<file path="config.mk">
export PLATFORM = sky130hd
export DESIGN_NAME = spic_regs
export DESIGN_NICKNAME = d
export VERILOG_FILES = /design/src/common/spic_pkg.sv /design/src/rtl/spic_req_gate.sv /design/src/rtl/spic_regs.sv
export SDC_FILE = /design/constraint.sdc
export NUM_CORES = 1
export LEC_CHECK = 0
export BUFFER_PORTS_ARGS = -buffer_cell sky130_fd_sc_hd__buf_2
export CORE_ASPECT_RATIO = 1.75
export CORE_MARGIN = 2
export CORE_UTILIZATION = 36
export CTS_CLUSTER_DIAMETER = 120
export DETAILED_ROUTE_END_ITERATION = 8
export GPL_TIMING_DRIVEN = 0
export MAX_ROUTING_LAYER = met4
export PLACE_DENSITY_LB_ADDON = 0.1
export RECOVER_POWER = 100
export SETUP_SLACK_MARGIN = 0.1
export SYNTH_ARGS = -nofsm -noshare
export SYNTH_HDL_FRONTEND = slang
export SYNTH_HIERARCHICAL = 1
export SYNTH_SLANG_ARGS = --single-unit
</file>
<file path="constraint.sdc">
create_clock -name clk -period 1.8 [get_ports clk]
set_input_delay 0.18 -clock clk [delete_from_list [all_inputs] [get_ports clk]]
set_output_delay 0.18 -clock clk [all_outputs]
set_load 0.05 [all_outputs]
</file>
<file path="src/common/spic_pkg.sv">
// package of constants for the switch port identification and command registers
`default_nettype none
package spic_pkg;
  // ****************************************
  // register offsets (byte addresses)
  // ****************************************
  localparam logic [11:0] SPIC_ID_OFFSET = 12'h000;
  localparam logic [11:0] SPIC_CMD_OFFSET = 12'h004;
  // ****************************************
  // command field positions
  // ****************************************
  localparam int SPIC_CMD_IO_BIT = 0;
  localparam int SPIC_CMD_MEM_BIT = 1;
  localparam int SPIC_CMD_BM_BIT = 2;
  localparam int SPIC_CMD_PERR_BIT = 6;
  localparam int SPIC_CMD_SERR_BIT = 8;
  localparam int SPIC_CMD_INTD_BIT = 10;
  // mask of writable command bits; the rest read as zero
  localparam logic [15:0] SPIC_CMD_WMASK = 16'h0547;
  localparam logic [15:0] SPIC_CMD_RESET = 16'h0000;
  // ****************************************
  // identifier defaults, values arbitrary
  // ****************************************
  localparam logic [15:0] SPIC_VENDOR_DEFAULT = 16'h1234; // arbitrary value
  localparam logic [15:0] SPIC_DEVICE_DEFAULT = 16'h5678; // arbitrary value
  // request kinds arriving at the gate
  typedef enum logic [1:0] {SPIC_REQ_MEM, SPIC_REQ_IO, SPIC_REQ_OTHER} spic_req_t;
endpackage : spic_pkg
`default_nettype wire

</file>
<file path="src/rtl/spic_req_gate.sv">
// request gating by command enables
`default_nettype none
module spic_req_gate (
  input wire logic clk,
  input wire logic srst,
  input wire logic [15:0] cmd,
  input wire spic_pkg::spic_req_t pri_kind,
  input wire logic pri_valid,
  output logic pri_accept,
  input wire spic_pkg::spic_req_t dn_kind,
  input wire logic dn_valid,
  input wire logic dn_nonposted,
  output logic dn_forward,
  output logic dn_ur,
  output logic ur_cpl
);
  import spic_pkg::*;
  // ****************************************
  // combinational gating and the registered completion request
  // ****************************************
  // memory or i/o request classifier, used three times
  function automatic logic is_memio(input spic_req_t k);
    return (k == SPIC_REQ_MEM) || (k == SPIC_REQ_IO);
  endfunction : is_memio
  wire logic pri_io_ok = (pri_kind == SPIC_REQ_IO) && cmd[SPIC_CMD_IO_BIT];
  wire logic pri_mem_ok = (pri_kind == SPIC_REQ_MEM) && cmd[SPIC_CMD_MEM_BIT];
  // other kinds are not governed by the space enables
  assign pri_accept = pri_valid && (pri_io_ok || pri_mem_ok || !is_memio(pri_kind));
  wire logic dn_memio = dn_valid && is_memio(dn_kind);
  assign dn_forward = dn_valid && (!is_memio(dn_kind) || cmd[SPIC_CMD_BM_BIT]);
  assign dn_ur = dn_memio && !cmd[SPIC_CMD_BM_BIT];
  // completion request registered: one pulse the cycle after a rejected non-posted
  always_ff @(posedge clk) begin
    if (srst) begin
      ur_cpl <= 1'b0;
    end else begin
      ur_cpl <= dn_ur && dn_nonposted;
    end
  end
  // ****************************************
  // checks
  // ****************************************
  // a rejected non-posted request is always answered
  a_ur_cpl_follows: assert property (@(posedge clk) disable iff (srst)
    (dn_ur && dn_nonposted) |=> ur_cpl)
    else $error("ur completion missing");
  // posted or accepted requests never draw a completion
  a_ur_cpl_only: assert property (@(posedge clk) disable iff (srst)
    !(dn_ur && dn_nonposted) |=> !ur_cpl)
    else $error("spurious ur completion");
  // no memory or i/o request goes upstream while bus mastering is off
  a_no_fwd_disabled: assert property (@(posedge clk) disable iff (srst)
    (dn_memio && !cmd[SPIC_CMD_BM_BIT]) |-> !dn_forward)
    else $error("forwarded while bus master off");
  // memory and i/o are flagged unsupported while bus mastering is off
  a_ur_disabled: assert property (@(posedge clk) disable iff (srst)
    (dn_memio && !cmd[SPIC_CMD_BM_BIT]) |-> dn_ur)
    else $error("unsupported request not flagged");
endmodule : spic_req_gate
`default_nettype wire

</file>
<file path="src/rtl/spic_regs.sv">
// identification and command registers of a switch port configuration header
`default_nettype none
module spic_regs (
  input wire logic clk,
  input wire logic srst,
  // configuration access from the root complex
  input wire logic cfg_wr,
  input wire logic cfg_rd,
  input wire logic [11:0] cfg_addr,
  input wire logic [31:0] cfg_wdata,
  input wire logic [3:0] cfg_be,
  output logic [31:0] cfg_rdata,
  // identifier override from sideband bus or eeprom loader
  input wire logic id_load,
  input wire logic [15:0] id_vendor_in,
  input wire logic [15:0] id_device_in,
  // primary side requests
  input wire spic_pkg::spic_req_t pri_kind,
  input wire logic pri_valid,
  output logic pri_accept,
  // requests arriving at the downstream port
  input wire spic_pkg::spic_req_t dn_kind,
  input wire logic dn_valid,
  input wire logic dn_nonposted,
  output logic dn_forward,
  output logic dn_ur,
  output logic ur_cpl,
  // error and interrupt paths
  input wire logic parity_err,
  output logic parity_act,
  input wire logic err_event,
  output logic err_report,
  input wire logic own_int_req,
  output logic own_int_send,
  input wire logic fwd_int_req,
  output logic fwd_int_send
);
  import spic_pkg::*;
  // ****************************************
  // storage
  // ****************************************
  logic [15:0] vendor_identifier; // live vendor identifier
  logic [15:0] device_identifier; // live device identifier
  logic [15:0] port_command; // only writable bits ever hold ones
  // ****************************************
  // decode
  // ****************************************
  wire logic hit_id = (cfg_addr == SPIC_ID_OFFSET);
  wire logic hit_cmd = (cfg_addr == SPIC_CMD_OFFSET);
  // byte lanes merge into the writable bits only; read-only bits drop
  wire logic [15:0] lane_mask = {{8{cfg_be[1]}}, {8{cfg_be[0]}}};
  wire logic [15:0] next_port_command =
    (port_command & ~lane_mask) | (cfg_wdata[15:0] & lane_mask & SPIC_CMD_WMASK);
  // identifier load: writes to the id dword never touch it
  always_ff @(posedge clk) begin
    if (srst) begin
      vendor_identifier <= SPIC_VENDOR_DEFAULT;
      device_identifier <= SPIC_DEVICE_DEFAULT;
    end else if (id_load) begin
      vendor_identifier <= id_vendor_in;
      device_identifier <= id_device_in;
    end
  end
  // command register write
  always_ff @(posedge clk) begin
    if (srst) begin
      port_command <= SPIC_CMD_RESET;
    end else if (cfg_wr && hit_cmd) begin
      port_command <= next_port_command;
    end
  end
  // legacy and reserved bits are zero by construction of the mask
  wire logic [31:0] id_word = {device_identifier, vendor_identifier};
  wire logic [31:0] cmd_word = {16'h0000, port_command & SPIC_CMD_WMASK};
  // unmapped offsets read zero rather than aliasing a live register
  wire logic [31:0] next_cfg_rdata =
    hit_id ? id_word : (hit_cmd ? cmd_word : 32'h00000000);
  // read data is registered and holds until the next read
  always_ff @(posedge clk) begin
    if (srst) begin
      cfg_rdata <= 32'h00000000;
    end else if (cfg_rd) begin
      cfg_rdata <= next_cfg_rdata;
    end
  end
  // ****************************************
  // enables applied to traffic
  // ****************************************
  // the gate module holds the request decode and the completion flop
  spic_req_gate u_gate (
    .clk(clk),
    .srst(srst),
    .cmd(port_command),
    .pri_kind(pri_kind),
    .pri_valid(pri_valid),
    .pri_accept(pri_accept),
    .dn_kind(dn_kind),
    .dn_valid(dn_valid),
    .dn_nonposted(dn_nonposted),
    .dn_forward(dn_forward),
    .dn_ur(dn_ur),
    .ur_cpl(ur_cpl)
  );
  // parity action only while parity response is enabled
  assign parity_act = parity_err && port_command[SPIC_CMD_PERR_BIT];
  // error messages only leave while reporting is enabled
  assign err_report = err_event && port_command[SPIC_CMD_SERR_BIT];
  // the disable bit silences only this port's own interrupts
  assign own_int_send = own_int_req && !port_command[SPIC_CMD_INTD_BIT];
  // forwarded interrupts pass whatever the disable bit says
  assign fwd_int_send = fwd_int_req;
  // ****************************************
  // elaboration checks
  // ****************************************
  // the read path trusts the write mask, so a mask that reached a legacy or
  // reserved bit would let that bit read back as one; refuse such a package
  if ((SPIC_CMD_WMASK & 16'hfab8) != 16'h0000) begin : g_mask_check
    $error("write mask reaches legacy or reserved command bits");
  end
  // the value after reset has to be storable in the writable bits
  if ((SPIC_CMD_RESET & ~SPIC_CMD_WMASK) != 16'h0000) begin : g_reset_check
    $error("command reset value outside the writable bits");
  end
  // ****************************************
  // checks
  // ****************************************
  // reset leaves every enable off
  a_cmd_reset_zero: assert property (@(posedge clk)
    srst |=> port_command == SPIC_CMD_RESET)
    else $error("command not cleared");
  // legacy and reserved bits never hold a one
  a_legacy_zero: assert property (@(posedge clk) disable iff (srst)
    (port_command & ~SPIC_CMD_WMASK) == 16'h0000)
    else $error("legacy bit set");
  // a write to the identifier dword changes nothing
  a_id_write_kept: assert property (@(posedge clk) disable iff (srst)
    (cfg_wr && hit_id && !id_load) |=> $stable(vendor_identifier) && $stable(device_identifier))
    else $error("identifier changed by write");
  // identifier read returns both halves as they stood
  a_id_read: assert property (@(posedge clk) disable iff (srst)
    (cfg_rd && hit_id) |=> cfg_rdata == {$past(device_identifier), $past(vendor_identifier)})
    else $error("identifier read wrong");
  // sideband or loader value replaces the vendor identifier
  a_id_load: assert property (@(posedge clk) disable iff (srst)
    id_load |=> vendor_identifier == $past(id_vendor_in))
    else $error("load lost");
  // and the device identifier alike
  a_id_load_dev: assert property (@(posedge clk) disable iff (srst)
    id_load |=> device_identifier == $past(id_device_in))
    else $error("device load lost");
  // i/o refused while its enable is off
  a_io_gate: assert property (@(posedge clk) disable iff (srst)
    (pri_valid && pri_kind == SPIC_REQ_IO && !port_command[SPIC_CMD_IO_BIT]) |-> !pri_accept)
    else $error("io answered while off");
  // and answered while it is on
  a_io_pass: assert property (@(posedge clk) disable iff (srst)
    (pri_valid && pri_kind == SPIC_REQ_IO && port_command[SPIC_CMD_IO_BIT]) |-> pri_accept)
    else $error("io refused while on");
  // memory answered exactly when its enable is on
  a_mem_gate: assert property (@(posedge clk) disable iff (srst)
    (pri_valid && pri_kind == SPIC_REQ_MEM) |-> pri_accept == port_command[SPIC_CMD_MEM_BIT])
    else $error("memory gate wrong");
  // bus mastering on: everything goes upstream
  a_fwd_on: assert property (@(posedge clk) disable iff (srst)
    (dn_valid && port_command[SPIC_CMD_BM_BIT]) |-> dn_forward && !dn_ur)
    else $error("not forwarded");
  // bus mastering off: memory and i/o are unsupported and never forwarded
  a_bm_off_ur: assert property (@(posedge clk) disable iff (srst)
    (dn_valid && dn_kind != SPIC_REQ_OTHER && !port_command[SPIC_CMD_BM_BIT])
    |-> dn_ur && !dn_forward)
    else $error("memory or io not refused");
  // parity action never taken while response is off
  a_perr_gate: assert property (@(posedge clk) disable iff (srst)
    parity_act |-> port_command[SPIC_CMD_PERR_BIT])
    else $error("parity act while off");
  // and always taken while it is on
  a_perr_pass: assert property (@(posedge clk) disable iff (srst)
    (parity_err && port_command[SPIC_CMD_PERR_BIT]) |-> parity_act)
    else $error("parity act missing");
  // no error report while reporting is off
  a_serr_gate: assert property (@(posedge clk) disable iff (srst)
    err_report |-> port_command[SPIC_CMD_SERR_BIT])
    else $error("error reported while off");
  // every error reported while it is on
  a_serr_pass: assert property (@(posedge clk) disable iff (srst)
    (err_event && port_command[SPIC_CMD_SERR_BIT]) |-> err_report)
    else $error("error report missing");
  // own interrupts silent while disabled
  a_int_gate: assert property (@(posedge clk) disable iff (srst)
    own_int_send |-> !port_command[SPIC_CMD_INTD_BIT])
    else $error("interrupt while disabled");
  // and sent while allowed
  a_int_pass: assert property (@(posedge clk) disable iff (srst)
    (own_int_req && !port_command[SPIC_CMD_INTD_BIT]) |-> own_int_send)
    else $error("interrupt lost while allowed");
  // forwarded interrupts never blocked
  a_fwd_int: assert property (@(posedge clk) disable iff (srst)
    fwd_int_req |-> fwd_int_send)
    else $error("forwarded interrupt blocked");
  // reserved bits stay zero after any command write
  a_rsvd_write: assert property (@(posedge clk) disable iff (srst)
    (cfg_wr && hit_cmd) |=> port_command[15:11] == 5'h00)
    else $error("reserved held");
  // a full write keeps only the writable bits
  a_cmd_write: assert property (@(posedge clk) disable iff (srst)
    (cfg_wr && hit_cmd && cfg_be[1:0] == 2'b11)
    |=> {16'h0000, port_command} == ($past(cfg_wdata) & {16'h0000, SPIC_CMD_WMASK}))
    else $error("command write wrong");
  // a disabled low lane keeps its bits
  a_cmd_lane_lo: assert property (@(posedge clk) disable iff (srst)
    (cfg_wr && hit_cmd && !cfg_be[0]) |=> $stable(port_command[7:0]))
    else $error("low command byte changed");
  // a disabled high lane keeps its bits
  a_cmd_lane_hi: assert property (@(posedge clk) disable iff (srst)
    (cfg_wr && hit_cmd && !cfg_be[1]) |=> $stable(port_command[15:8]))
    else $error("high command byte changed");
  // command read shows the stored enables with an empty upper half
  a_cmd_read: assert property (@(posedge clk) disable iff (srst)
    (cfg_rd && hit_cmd) |=> cfg_rdata == {16'h0000, $past(port_command)})
    else $error("command read wrong");
  // unmapped offsets read zero
  a_unmapped_zero: assert property (@(posedge clk) disable iff (srst)
    (cfg_rd && !hit_id && !hit_cmd) |=> cfg_rdata == 32'h00000000)
    else $error("unmapped read not zero");
endmodule : spic_regs
`default_nettype wire

</file>
# Word-level counts from Yosys, hierarchy flattened
# Cells that the tools add are included.
[word_totals] reg_bits=81 in_bits=96 out_inout_bits=40 word_cells=37
[classes] n_eq_ne=3 n_mux=2 bitwise=4 n_reduce_logical=23
[ops] cell="two-way mux 32 bit" count=1
[ops] cell="AND 16 bit" count=1
[ops] cell="NOT 16 bit" count=1
[ops] cell="bitwise OR 16 x 11 -> 16 bit" count=1
[ops] cell="equality test 12 x 3 -> 1 bit, second input constant" count=1
[ops] cell="zero test 12 bit" count=1
[ops] cell="AND 11 bit" count=1
[ops] cell="logical AND 1 bit" count=11
[ops] cell="two-way mux 11 bit" count=1
[ops] cell="logical OR 1 bit" count=5
[ops] cell="equality test 2 x 1 -> 1 bit, second input constant" count=2
[ops] cell="zero test 1 bit" count=4
[ops] cell="zero test 2 bit" count=2

# Depth between registers and ports, before layout
# Gate-level depths: netlist (run 1).
[depth] word_depth=5 mapped_depth=5 mapped_depth_nobuf=3

# Hierarchy
# Netlist (run 1), hierarchy kept.
[modules_own_cells] mod="spic_regs" instances=1 cells_per_inst=303 area_each_um2=2934.1 seq_area_each_um2=1601.5
[modules_own_cells] mod="spic_req_gate" instances=1 cells_per_inst=6 area_each_um2=67.6 seq_area_each_um2=20.0

# Least setup slack after synthesis (run 1)
# No wires, ideal clock.
[synth_path] path_type="input to register" startpoint="input cfg_addr[7]" endpoint="register cfg_rdata[10]" setup_ns=0.069 t_arrival_ns=1.574 required_time_ns=1.731 setup_slack_ns=0.157 stages=4 n_path_buf=1 cell_sequence="or4_4 or4_4 buf_6 o21ai_1"
[synth_via] elab_chain_cells=3 elab_cells_between_ends=4 cone_classes="eq/ne: 1; mux: 2; reduce/logical: 1"
[synth_lines] item="start: declaration" line="spic_regs.sv:9" source="input wire logic [11:0] cfg_addr,"
[synth_lines] item="equality test 12 x 3 -> 1 bit" line="spic_regs.sv:49" source="wire logic hit_cmd = (cfg_addr == SPIC_CMD_OFFSET);"
[synth_lines] item="two-way mux 11 bit" line="spic_regs.sv:77" source="hit_id ? id_word : (hit_cmd ? cmd_word : 32'h00000000);"
[synth_lines] item="two-way mux 32 bit *" line="spic_regs.sv:77"
[synth_lines] item="end signal: assignment" line="spic_regs.sv:83" source="cfg_rdata <= next_cfg_rdata;"
[synth_lines] item="end: declaration" line="spic_regs.sv:12" source="output logic [31:0] cfg_rdata,"
# Mark *: on every way between the ends. The rest lies on a longest branch, timed or not.
# A chain may end at the register's enable or synchronous reset.

# Worst setup path after layout (run 1)
[layout_path] startpoint="input cfg_addr[7]" endpoint="register cfg_rdata[2]"
# Same word-level chain as after synthesis.

==> results.py, run 1 <==
metrics = {
    "grt": {
        "grt_max_degree": 11,
        "grtUsageTotal_pct": 17.0,
        "grt_pass1_vias": 2229,
        "grt-ovfl-total": 0,
        "grt_pass1_wl_um": 10500,
        "antenna_found_initial": 0,
    },
    "timing": {
        "tightest_slew_ns": 0.824,
        "slew_violations": 0,
        "max_freq_mhz": 609,
        "finalCritPeriodShare_pct": 91.3,
        "skew_ns": 0.00198,
        "final-hold-violation-count": 0,
        "slew_headroom_pct": 45.1,
        "whs_ns": 0.0749,
        "setup-violations-final": 0,
        "min_period_ns": 1.64,
        "rsz0062_at_grt": "no",
    },
    "layout": {
        "diodes": 0,
        "area_delta_synth_final_pct": 31.5,
        "finish.utilization_pct": 49.0,
        "finalInstanceArea_um2": 3570,
        "nets": 498,
        "final-seq-area_um2": 1420,
        "most-common-layout-cells": "71 x dfxtp_1, 64 x buf_2, 57 x nand2_1, 55 x clkbuf_1, 44 x mux2i_1",
        "fill_cells": 752,
        "drive_gt1_share_pct": 21.0,
        "layout_commonest_cell": "dfxtp_1",
        "multi_input_area_um2": 1180,
    },
    "die": {
        "coreArea_um2": 7280,
        "initial_utilization_pct": 37.3,
        "die_area_um2": 8280,
        "dieWidth_um": 69.7,
        "die_y_um": 119,
        "io_pins": 136,
        "rows": 41,
    },
    "cts": {
        "cts_tree": "built",
        "cts.sinks": 71,
        "clockBufferDepth": 2,
        "cts_resized": 0,
        "root_buffer": "clkbuf_16",
        "cts_hold_buf": 0,
        "clk_latency_ns": 0.32,
        "post-cts-setup-buffers": 0,
        "clk_pin_slew_worst_paths_ns": 0.05,
        "cts_buffers": 9,
        "htreeDepth": 3,
    },
    "setup_path": {
        "crit_chain": "buf_2 -> or4_4 -> or4_1 -> buf_6 -> o21ai_0",
        "path_class": "primary input to register",
        "rr_endpoint": "u_gate/ur_cpl$_SDFF_PP0_",
        "slowest_stage": "or4_1",
        "cp_slowest_stage_delay_ns": 0.69,
        "worstPathArrival_ns": 1.88,
        "r2r_cells": 2,
        "r2r_slack_ns": 0.94,
        "critPathLaunchType": "primary input",
        "critPathRequiredTime_ns": 2.04,
        "cp_max_fo": 10,
        "critPathCaptureType": "register",
    },
    "drt": {
        "remaining_drc_errors": 0,
        "routed_wirelength_um": 6670,
        "firstDrtPassIters": 4,
        "routed-via-count": 2277,
        "drtIter0Drc": 81,
        "vias_per_cell": 4.64,
        "post_drt_wl_per_cell_um": 13.6,
        "ant_nets": 0,
    },
    "yosys": {
        "syn_area_per_cell_um2": 9.46,
        "syn_nets": 383,
        "syn_inst": 287,
        "synth_area_um2": 2720,
        "yosysWarnings": 6,
    },
    "place": {
        "gp_congestion": 0.732,
        "io_buffers": 104,
        "dpl.hpwl_um": 4960,
        "placed_area_um2": 3340,
    },
    "min_path": {
        "min-delay-start": "id_device_in[6]",
        "hold-path-endpoint": "device_identifier[6]$_SDFFE_PP1P_",
        "worstHoldPathType": "primary input to register",
        "min_path_cells": 3,
    },
    "status": {
        "status": "completed",
    },
    "power_and_ir_drop": {
        "p_leak_uw": 0.00153,
        "irDropWorstVdd_uv": 663,
        "total_power_uw": 3570,
        "power_density_nw_per_um2": 1000,
    },
    "flow_run": {
        "drv_cap": 0,
    },
}
==> worst max path at each step <==
stage	start	slack, ns	to
detailed placement	cfg_addr[7]	-0.04	cfg_rdata[9]$_SDFFE_PP0P_
global route	register	0.13	dn_ur
floorplan	cfg_addr[7]	0.18	cfg_rdata[10]$_SDFFE_PP0P_
finish	cfg_addr[7]	0.16	cfg_rdata[2]$_SDFFE_PP0P_
CTS	register	0.29	pri_accept
global placement	cfg_addr[7]	-0.04	register
==> power breakdown <==
group          switching, µW  internal [µW]  leakage, µW
Sequential              21.5           1620     0.000579
Clock                    589           1070     0.000141
Combinational            149            129     0.000806
==> layout make-up <==
cell class	instances	area share, %
Buffer	19	2.73
Clock buffer	14	7.95
Inverter	1	0.105
Multi-Input combinational cell	196	33.2
Sequential cell	71	39.8
Tap cell	86	3.01
Timing Repair Buffer	104	13.2
==> layer usage <==
| layer | vias up | wire length, µm | global-route usage, % |
|---|---|---|---|
| li1 | 1179 | - | - |
| met1 | 1008 | 2610 | 16.9 |
| met2 | 74 | 3540 | 30.2 |
| met3 | 16 | 345 | 4.74 |
| met4 | 0 | 178 | 8.41 |
| met5 | - | 0 | - |
==> critical path, delay by kind of cell <==
kind	cells	cell delay, ns
compound gates	1	0.17
buf+inv	2	0.30
simple gates	2	1.23
==> stage by stage <==
| stage | setup slack (ns) | std cells | setup TNS, ns |
|---|---|---|---|
| 3_5_place_dp | -0.0398 | 477 | -0.151 |
| 6_report | 0.157 | 491 | 0 |
| 5_1_grt | 0.131 | 491 | 0 |
| 3_3_place_gp | -0.0396 | 477 | -0.0913 |
| 4_1_cts | 0.293 | 491 | 0 |
| 2_1_floorplan | 0.176 | 287 | 0 |
==> flip-flops by register name (all words and copies together), names as in the netlist, named ones only <==
name and count:
cfg_rdata 32, device_identifier 16, vendor_identifier 16, u_gate/ur_cpl 1
Note: power is estimated with default switching activity, not from simulation.
==> run 2: changes to the inputs <==
GPL_TIMING_DRIVEN = unset   (was 0)
clock period = 1.5 ns   (was 1.8 ns; I/O delays follow)
==> run 2 against run 1 <==
  * Setup slack got worse by 0.075 ns
  * Sequential share of layout area fell by 1.2 points
  * Via count fell by 0.35%
  * First-iteration DRC count rose by 2.5%
  * Count of clock-buffer cells in the layout fell by 3
  * Final cell count fell by 0.41%
  * Clock skew rose by 0.0046 ns
  * Hold slack got worse by 0.034 ns
  * Register-to-register slack got worse by 0.29 ns
  * Cell area rose by 3.3%
  * Die area did not move
  * Clock power rose by 45%
  * Critical endpoint is now pri_accept
==> results.py, run 2 (synthesis results as in run 1) <==
metrics = {
    "timing": {
        "rsz0062_at_grt": "yes",
        "max_freq_mhz": 705,
        "setup-violations-final": 0,
        "setup_tns_ns": 0,
        "min_period_ns": 1.42,
        "whs_ns": 0.0405,
        "skew_ns": 0.00662,
        "slew_headroom_pct": 57.5,
        "tightest_slew_ns": 0.640,
        "slew_violations": 0,
        "final-hold-violation-count": 0,
        "finalCritPeriodShare_pct": 94.5,
    },
    "power_and_ir_drop": {
        "pwr-share-clk_pct": 51.1,
        "seqPwrFrac_pct": 41.8,
        "p_leak_uw": 0.00161,
        "total_power_uw": 4690,
        "internal_power_uw": 3730,
        "irDropWorstVdd_uv": 838,
        "combPwrFrac_pct": 7.1,
        "p_sw_uw": 963,
        "swShare_pct": 20.5,
        "power_density_nw_per_um2": 1270,
    },
    "setup_path": {
        "crit_chain": "mux2_4 -> o21a_1 -> clkbuf_4",
        "critPathCaptureType": "output pin",
        "critPathRequiredTime_ns": 1.35,
        "crit_family": "flip-flops",
        "cp_slowest_stage_delay_ns": 0.32,
        "cp_max_fo": 2,
        "path_class": "register to output pin",
        "worstPathArrival_ns": 1.27,
        "critPathLaunchType": "register",
        "path_buf_inv": 1,
        "slowest_stage": "dfxtp_2",
    },
    "layout": {
        "area_delta_synth_final_pct": 35.8,
        "drive_gt1_share_pct": 25.6,
        "nets": 494,
        "diodes": 0,
        "layout_commonest_cell": "dfxtp_1",
        "most-common-layout-cells": "69 x dfxtp_1, 64 x buf_2, 57 x nand2_1, 44 x mux2i_1, 40 x clkbuf_1",
        "max_flop_register": "cfg_rdata",
        "largest_reg_flops": 32,
        "largestRegisters": "cfg_rdata: 32 flops, device_identifier: 16 flops, vendor_identifier: 16 flops",
    },
    "cts": {
        "clk_latency_ns": 0.33,
        "cts.sinks": 71,
        "clk_pin_slew_worst_paths_ns": 0.06,
        "root_buffer": "clkbuf_16",
        "htreeDepth": 3,
        "cts_tree": "built",
        "cts_hold_buf": 0,
        "cts_buffers": 9,
        "clockBufferDepth": 2,
    },
    "grt": {
        "grt_pass1_wl_um": 10200,
        "grt_pass1_vias": 2231,
        "antenna_found_initial": 0,
        "grt_max_degree": 33,
        "grt-ovfl-total": 0,
        "grtUsageTotal_pct": 16.2,
    },
    "flow_run": {
        "drv_cap": 0,
    },
    "die": {
        "initial_utilization_pct": 37.3,
        "rows": 41,
        "coreArea_um2": 7280,
        "die_y_um": 119,
        "dieWidth_um": 69.7,
        "die_area_um2": 8280,
        "io_pins": 136,
    },
    "place": {
        "dpl.hpwl_um": 4290,
        "io_buffers": 104,
        "gp_congestion": 0.730,
    },
    "drt": {
        "routed_wirelength_um": 6270,
        "vias_per_cell": 4.64,
        "ant_nets": 0,
        "firstDrtPassIters": 4,
        "post_drt_wl_per_cell_um": 12.8,
        "remaining_drc_errors": 0,
        "routed-via-count": 2269,
        "drtIter0Drc": 83,
    },
    "status": {
        "status": "completed",
    },
    "min_path": {
        "worstHoldPathType": "primary input to register",
    },
}
run 2: layout make-up:
| class | instances | area (µm²) |
|---|---|---|
| Fill cell | 728 | 3600 |
| Clock buffer | 11 | 233 |
| Inverter | 1 | 3.75 |
| Clock inverter | 5 | 106 |
| Timing Repair Buffer | 119 | 611 |
| Sequential cell | 71 | 1420 |
| Tap cell | 86 | 108 |
| Multi-Input combinational cell | 196 | 1200 |
run 2: worst paths after layout:
check	cells after the start	slack, ns	to	from
min	3	0.04	vendor_identifier[2]$_SDFFE_PP1P_	id_vendor_in[2]
max	3	0.08	pri_accept	register
min reg2reg	2	0.45	cfg_rdata[25]$_SDFFE_PP0P_	cfg_rdata[25]$_SDFFE_PP0P_
max reg2reg	2	0.65	u_gate/ur_cpl$_SDFF_PP0_	register
run 2: worst min-delay path: stages:
cell     delay, ns
buf_2         0.07
mux2i_1       0.05
nand2_1       0.06
run 2: repair_timing:
action / in CTS / in global routing
hold endpoints to repair: 0 / 0
gates resized for setup: 5 / 4
pin swaps: 1 / 1
endpoints found under the setup margin: 1 / 18
buffers inserted: 2 / 0
run 2: metrics by stage:
stage | cells | worst slack (ns) | area (µm²) | util, %
finish | 489 | 0.0822 | 3690 | 50.6
global route | 489 | 0.0404 | 3690 | 50.6
CTS | 489 | 0.0888 | 3750 | 51.5
detailed placement | 471 | -0.252 | 3380 | 46.5
global placement | 471 | -0.211 | 3380 | 46.5
floorplan | 287 | -0.0604 | 2720 | -
run 2: per-layer routing:
metal	track usage, %	wire length, µm	up-vias
li1	-	-	1174
met3	5.41	418	8
met5	-	0	-
met4	6.85	105	0
met1	17.3	2500	1013
met2	27.2	3240	74
run 2: power by group through the flow:
stage | logic [µW] | clock network (µW) | registers (µW)
floorplan | 201 | 0 | 2000
global placement | 339 | 0 | 2000
detailed placement | 342 | 0 | 2000
CTS | 347 | 2450 | 1960
global route | 373 | 2530 | 1970
finish | 334 | 2400 | 1960
==> run 3: changes to the inputs <==
BUFFER_PORTS_ARGS = -buffer_cell sky130_fd_sc_hd__buf_4   (was -buffer_cell sky130_fd_sc_hd__buf_2)
GPL_TIMING_DRIVEN = 0   (was unset)
clock period = 1.6 ns   (was 1.5 ns; I/O delays follow)
==> run 3 against run 2 <==
  * Total power is 10% lower
  * Sequential cell count is the same
  * Final cell count increased by 0.82%
  * Die area is the same
  * Largest power group unchanged
  * Core utilization rose by 1.1 points
  * Non-clock buffer count increased by 4
  * Global-route usage is 1.0 points higher
  * First-iteration DRC count is 17% higher
  * Via count rose by 1.7%
==> results.py, run 3 (synthesis results as in run 1) <==
metrics = {
    "layout": {
        "layout_commonest_cell": "dfxtp_1",
        "finish.utilization_pct": 51.7,
        "largest_reg_flops": 32,
        "most-common-layout-cells": "71 x dfxtp_1, 63 x buf_4, 57 x nand2_1, 52 x clkbuf_1, 44 x mux2i_1",
        "area_delta_synth_final_pct": 38.7,
        "diodes": 0,
        "max_flop_register": "cfg_rdata",
        "finalInstanceArea_um2": 3770,
        "largestRegisters": "cfg_rdata: 32 flops, device_identifier: 16 flops, vendor_identifier: 16 flops",
        "nets": 498,
        "drive_gt1_share_pct": 22.1,
    },
    "die": {
        "initial_utilization_pct": 37.3,
        "io_pins": 136,
        "coreArea_um2": 7280,
        "die_y_um": 119,
        "rows": 41,
        "dieWidth_um": 69.7,
        "die_area_um2": 8280,
    },
    "drt": {
        "firstDrtPassIters": 4,
        "routed-via-count": 2307,
        "drtIter0Drc": 97,
        "routed_wirelength_um": 6640,
        "post_drt_wl_per_cell_um": 13.5,
        "remaining_drc_errors": 0,
        "vias_per_cell": 4.68,
        "ant_nets": 0,
    },
    "timing": {
        "tightest_slew_ns": 0.858,
        "setup-violations-final": 0,
        "min_period_ns": 1.49,
        "max_freq_mhz": 669,
        "rsz0062_at_grt": "no",
        "skew_ns": 0.00352,
        "finalCritPeriodShare_pct": 93.4,
        "slew_violations": 0,
        "final-hold-violation-count": 0,
        "slew_headroom_pct": 42.8,
        "setup_tns_ns": 0,
    },
    "grt": {
        "grt_max_degree": 12,
        "grt_util_met3_pct": 5.25,
        "grt_busiest_layer": "met2",
        "grtUsageMet2_pct": 29.9,
        "grt-ovfl-total": 0,
        "antenna_found_initial": 0,
        "grt_pass1_vias": 2204,
        "grtUsageTotal_pct": 17.2,
        "grt_pass1_wl_um": 10600,
        "use_met1_pct": 17.8,
    },
    "cts": {
        "cts_hold_buf": 0,
        "cts_tree": "built",
        "clk_latency_ns": 0.33,
        "cts_buffers": 9,
        "cts.sinks": 71,
        "cts_resized": 0,
        "post-cts-setup-buffers": 0,
        "root_buffer": "clkbuf_16",
        "htreeDepth": 3,
        "clk_pin_slew_worst_paths_ns": 0.05,
        "clockBufferDepth": 2,
    },
    "power_and_ir_drop": {
        "p_leak_uw": 0.00162,
        "power_density_nw_per_um2": 1120,
        "irDropWorstVdd_uv": 501,
    },
    "place": {
        "dpl.hpwl_um": 5060,
        "gp_congestion": 0.742,
        "placed_area_um2": 3600,
        "io_buffers": 104,
    },
    "setup_path": {
        "crit_end": "cfg_rdata[4]$_SDFFE_PP0P_",
        "r2r_cells": 2,
        "path_class": "primary input to register",
        "critPathLaunchType": "primary input",
        "rr_endpoint": "u_gate/ur_cpl$_SDFF_PP0_",
        "cp_max_fo": 10,
        "critPathCaptureType": "register",
        "r2r_slack_ns": 0.79,
        "worstPathArrival_ns": 1.74,
        "crit_path_start": "cfg_addr[4]",
        "critPathRequiredTime_ns": 1.85,
    },
    "min_path": {
        "worstHoldPathType": "primary input to register",
    },
    "status": {
        "status": "completed",
    },
    "flow_run": {
        "drv_cap": 0,
    },
}
run 3: changes by cell type in the layout (fill, tap and decap cells not counted), moves of 2 or more:
cell	previous run	this run
buf_12	2	0
o21ai_0	25	28
buf_2	64	1
clkbuf_1	40	52
clkbuf_8	0	3
buf_4	7	63
o21ai_1	7	4
dfxtp_2	2	0
clkinv_2	0	2
dfxtp_1	69	71
bufinv_16	3	1
run 3: area by class of cell:
| type | instances | area, µm² |
|---|---|---|
| inverter | 1 | 3.75 |
| timing repair buffer | 104 | 633 |
| sequential | 71 | 1420 |
| clock buffer | 13 | 270 |
| multi-input combinational | 196 | 1190 |
| clock inverter | 3 | 40.0 |
| buffer | 19 | 97.6 |
| fill | 769 | 3520 |
| tap | 86 | 108 |
run 3: critical path: stages:
cell and delay [ns]:
buf_4 0.11, or4_4 0.55, or4_4 0.59, buf_6 0.17, o21ai_0 0.15
run 3: report_power, final:
part | internal, µW | switching, µW
clock network | 1330 | 696
registers | 1820 | 22.8
logic | 188 | 167
total | 3330 | 886
run 3: metal layers:
| metal | share of wire [%] | wire length (µm) |
|---|---|---|
| met2 | 53 | 3540 |
| met4 | 1.8 | 119 |
| met1 | 38 | 2540 |
| met5 | 0 | 0 |
| met3 | 6.6 | 437 |
run 3: per-stage QoR:
stage	instances	setup slack (ns)	hold slack, ns	power [µW]
floorplan	287	0.0296	0.288	2060
global placement	477	-0.218	0.379	2240
detailed placement	477	-0.226	0.382	2250
CTS	493	0.120	0.0407	4280
global route	493	0.0692	0.0411	4420
finish	493	0.106	0.0496	4220
run 3: how the worst min path moves through the flow:
stage	from	endpoint	slack [ns]	cells past startpoint
global placement	id_vendor_in[2]	vendor_identifier[2]$_SDFFE_PP1P_	0.38	3
CTS	id_vendor_in[4]	vendor_identifier[4]$_SDFFE_PP1P_	0.04	3
detailed placement	id_vendor_in[4]	vendor_identifier[4]$_SDFFE_PP1P_	0.38	3
floorplan	id_vendor_in[2]	vendor_identifier[2]$_SDFFE_PP1P_	0.29	2
finish	id_device_in[12]	device_identifier[12]$_SDFFE_PP1P_	0.05	3
global route	id_vendor_in[2]	vendor_identifier[2]$_SDFFE_PP1P_	0.04	3
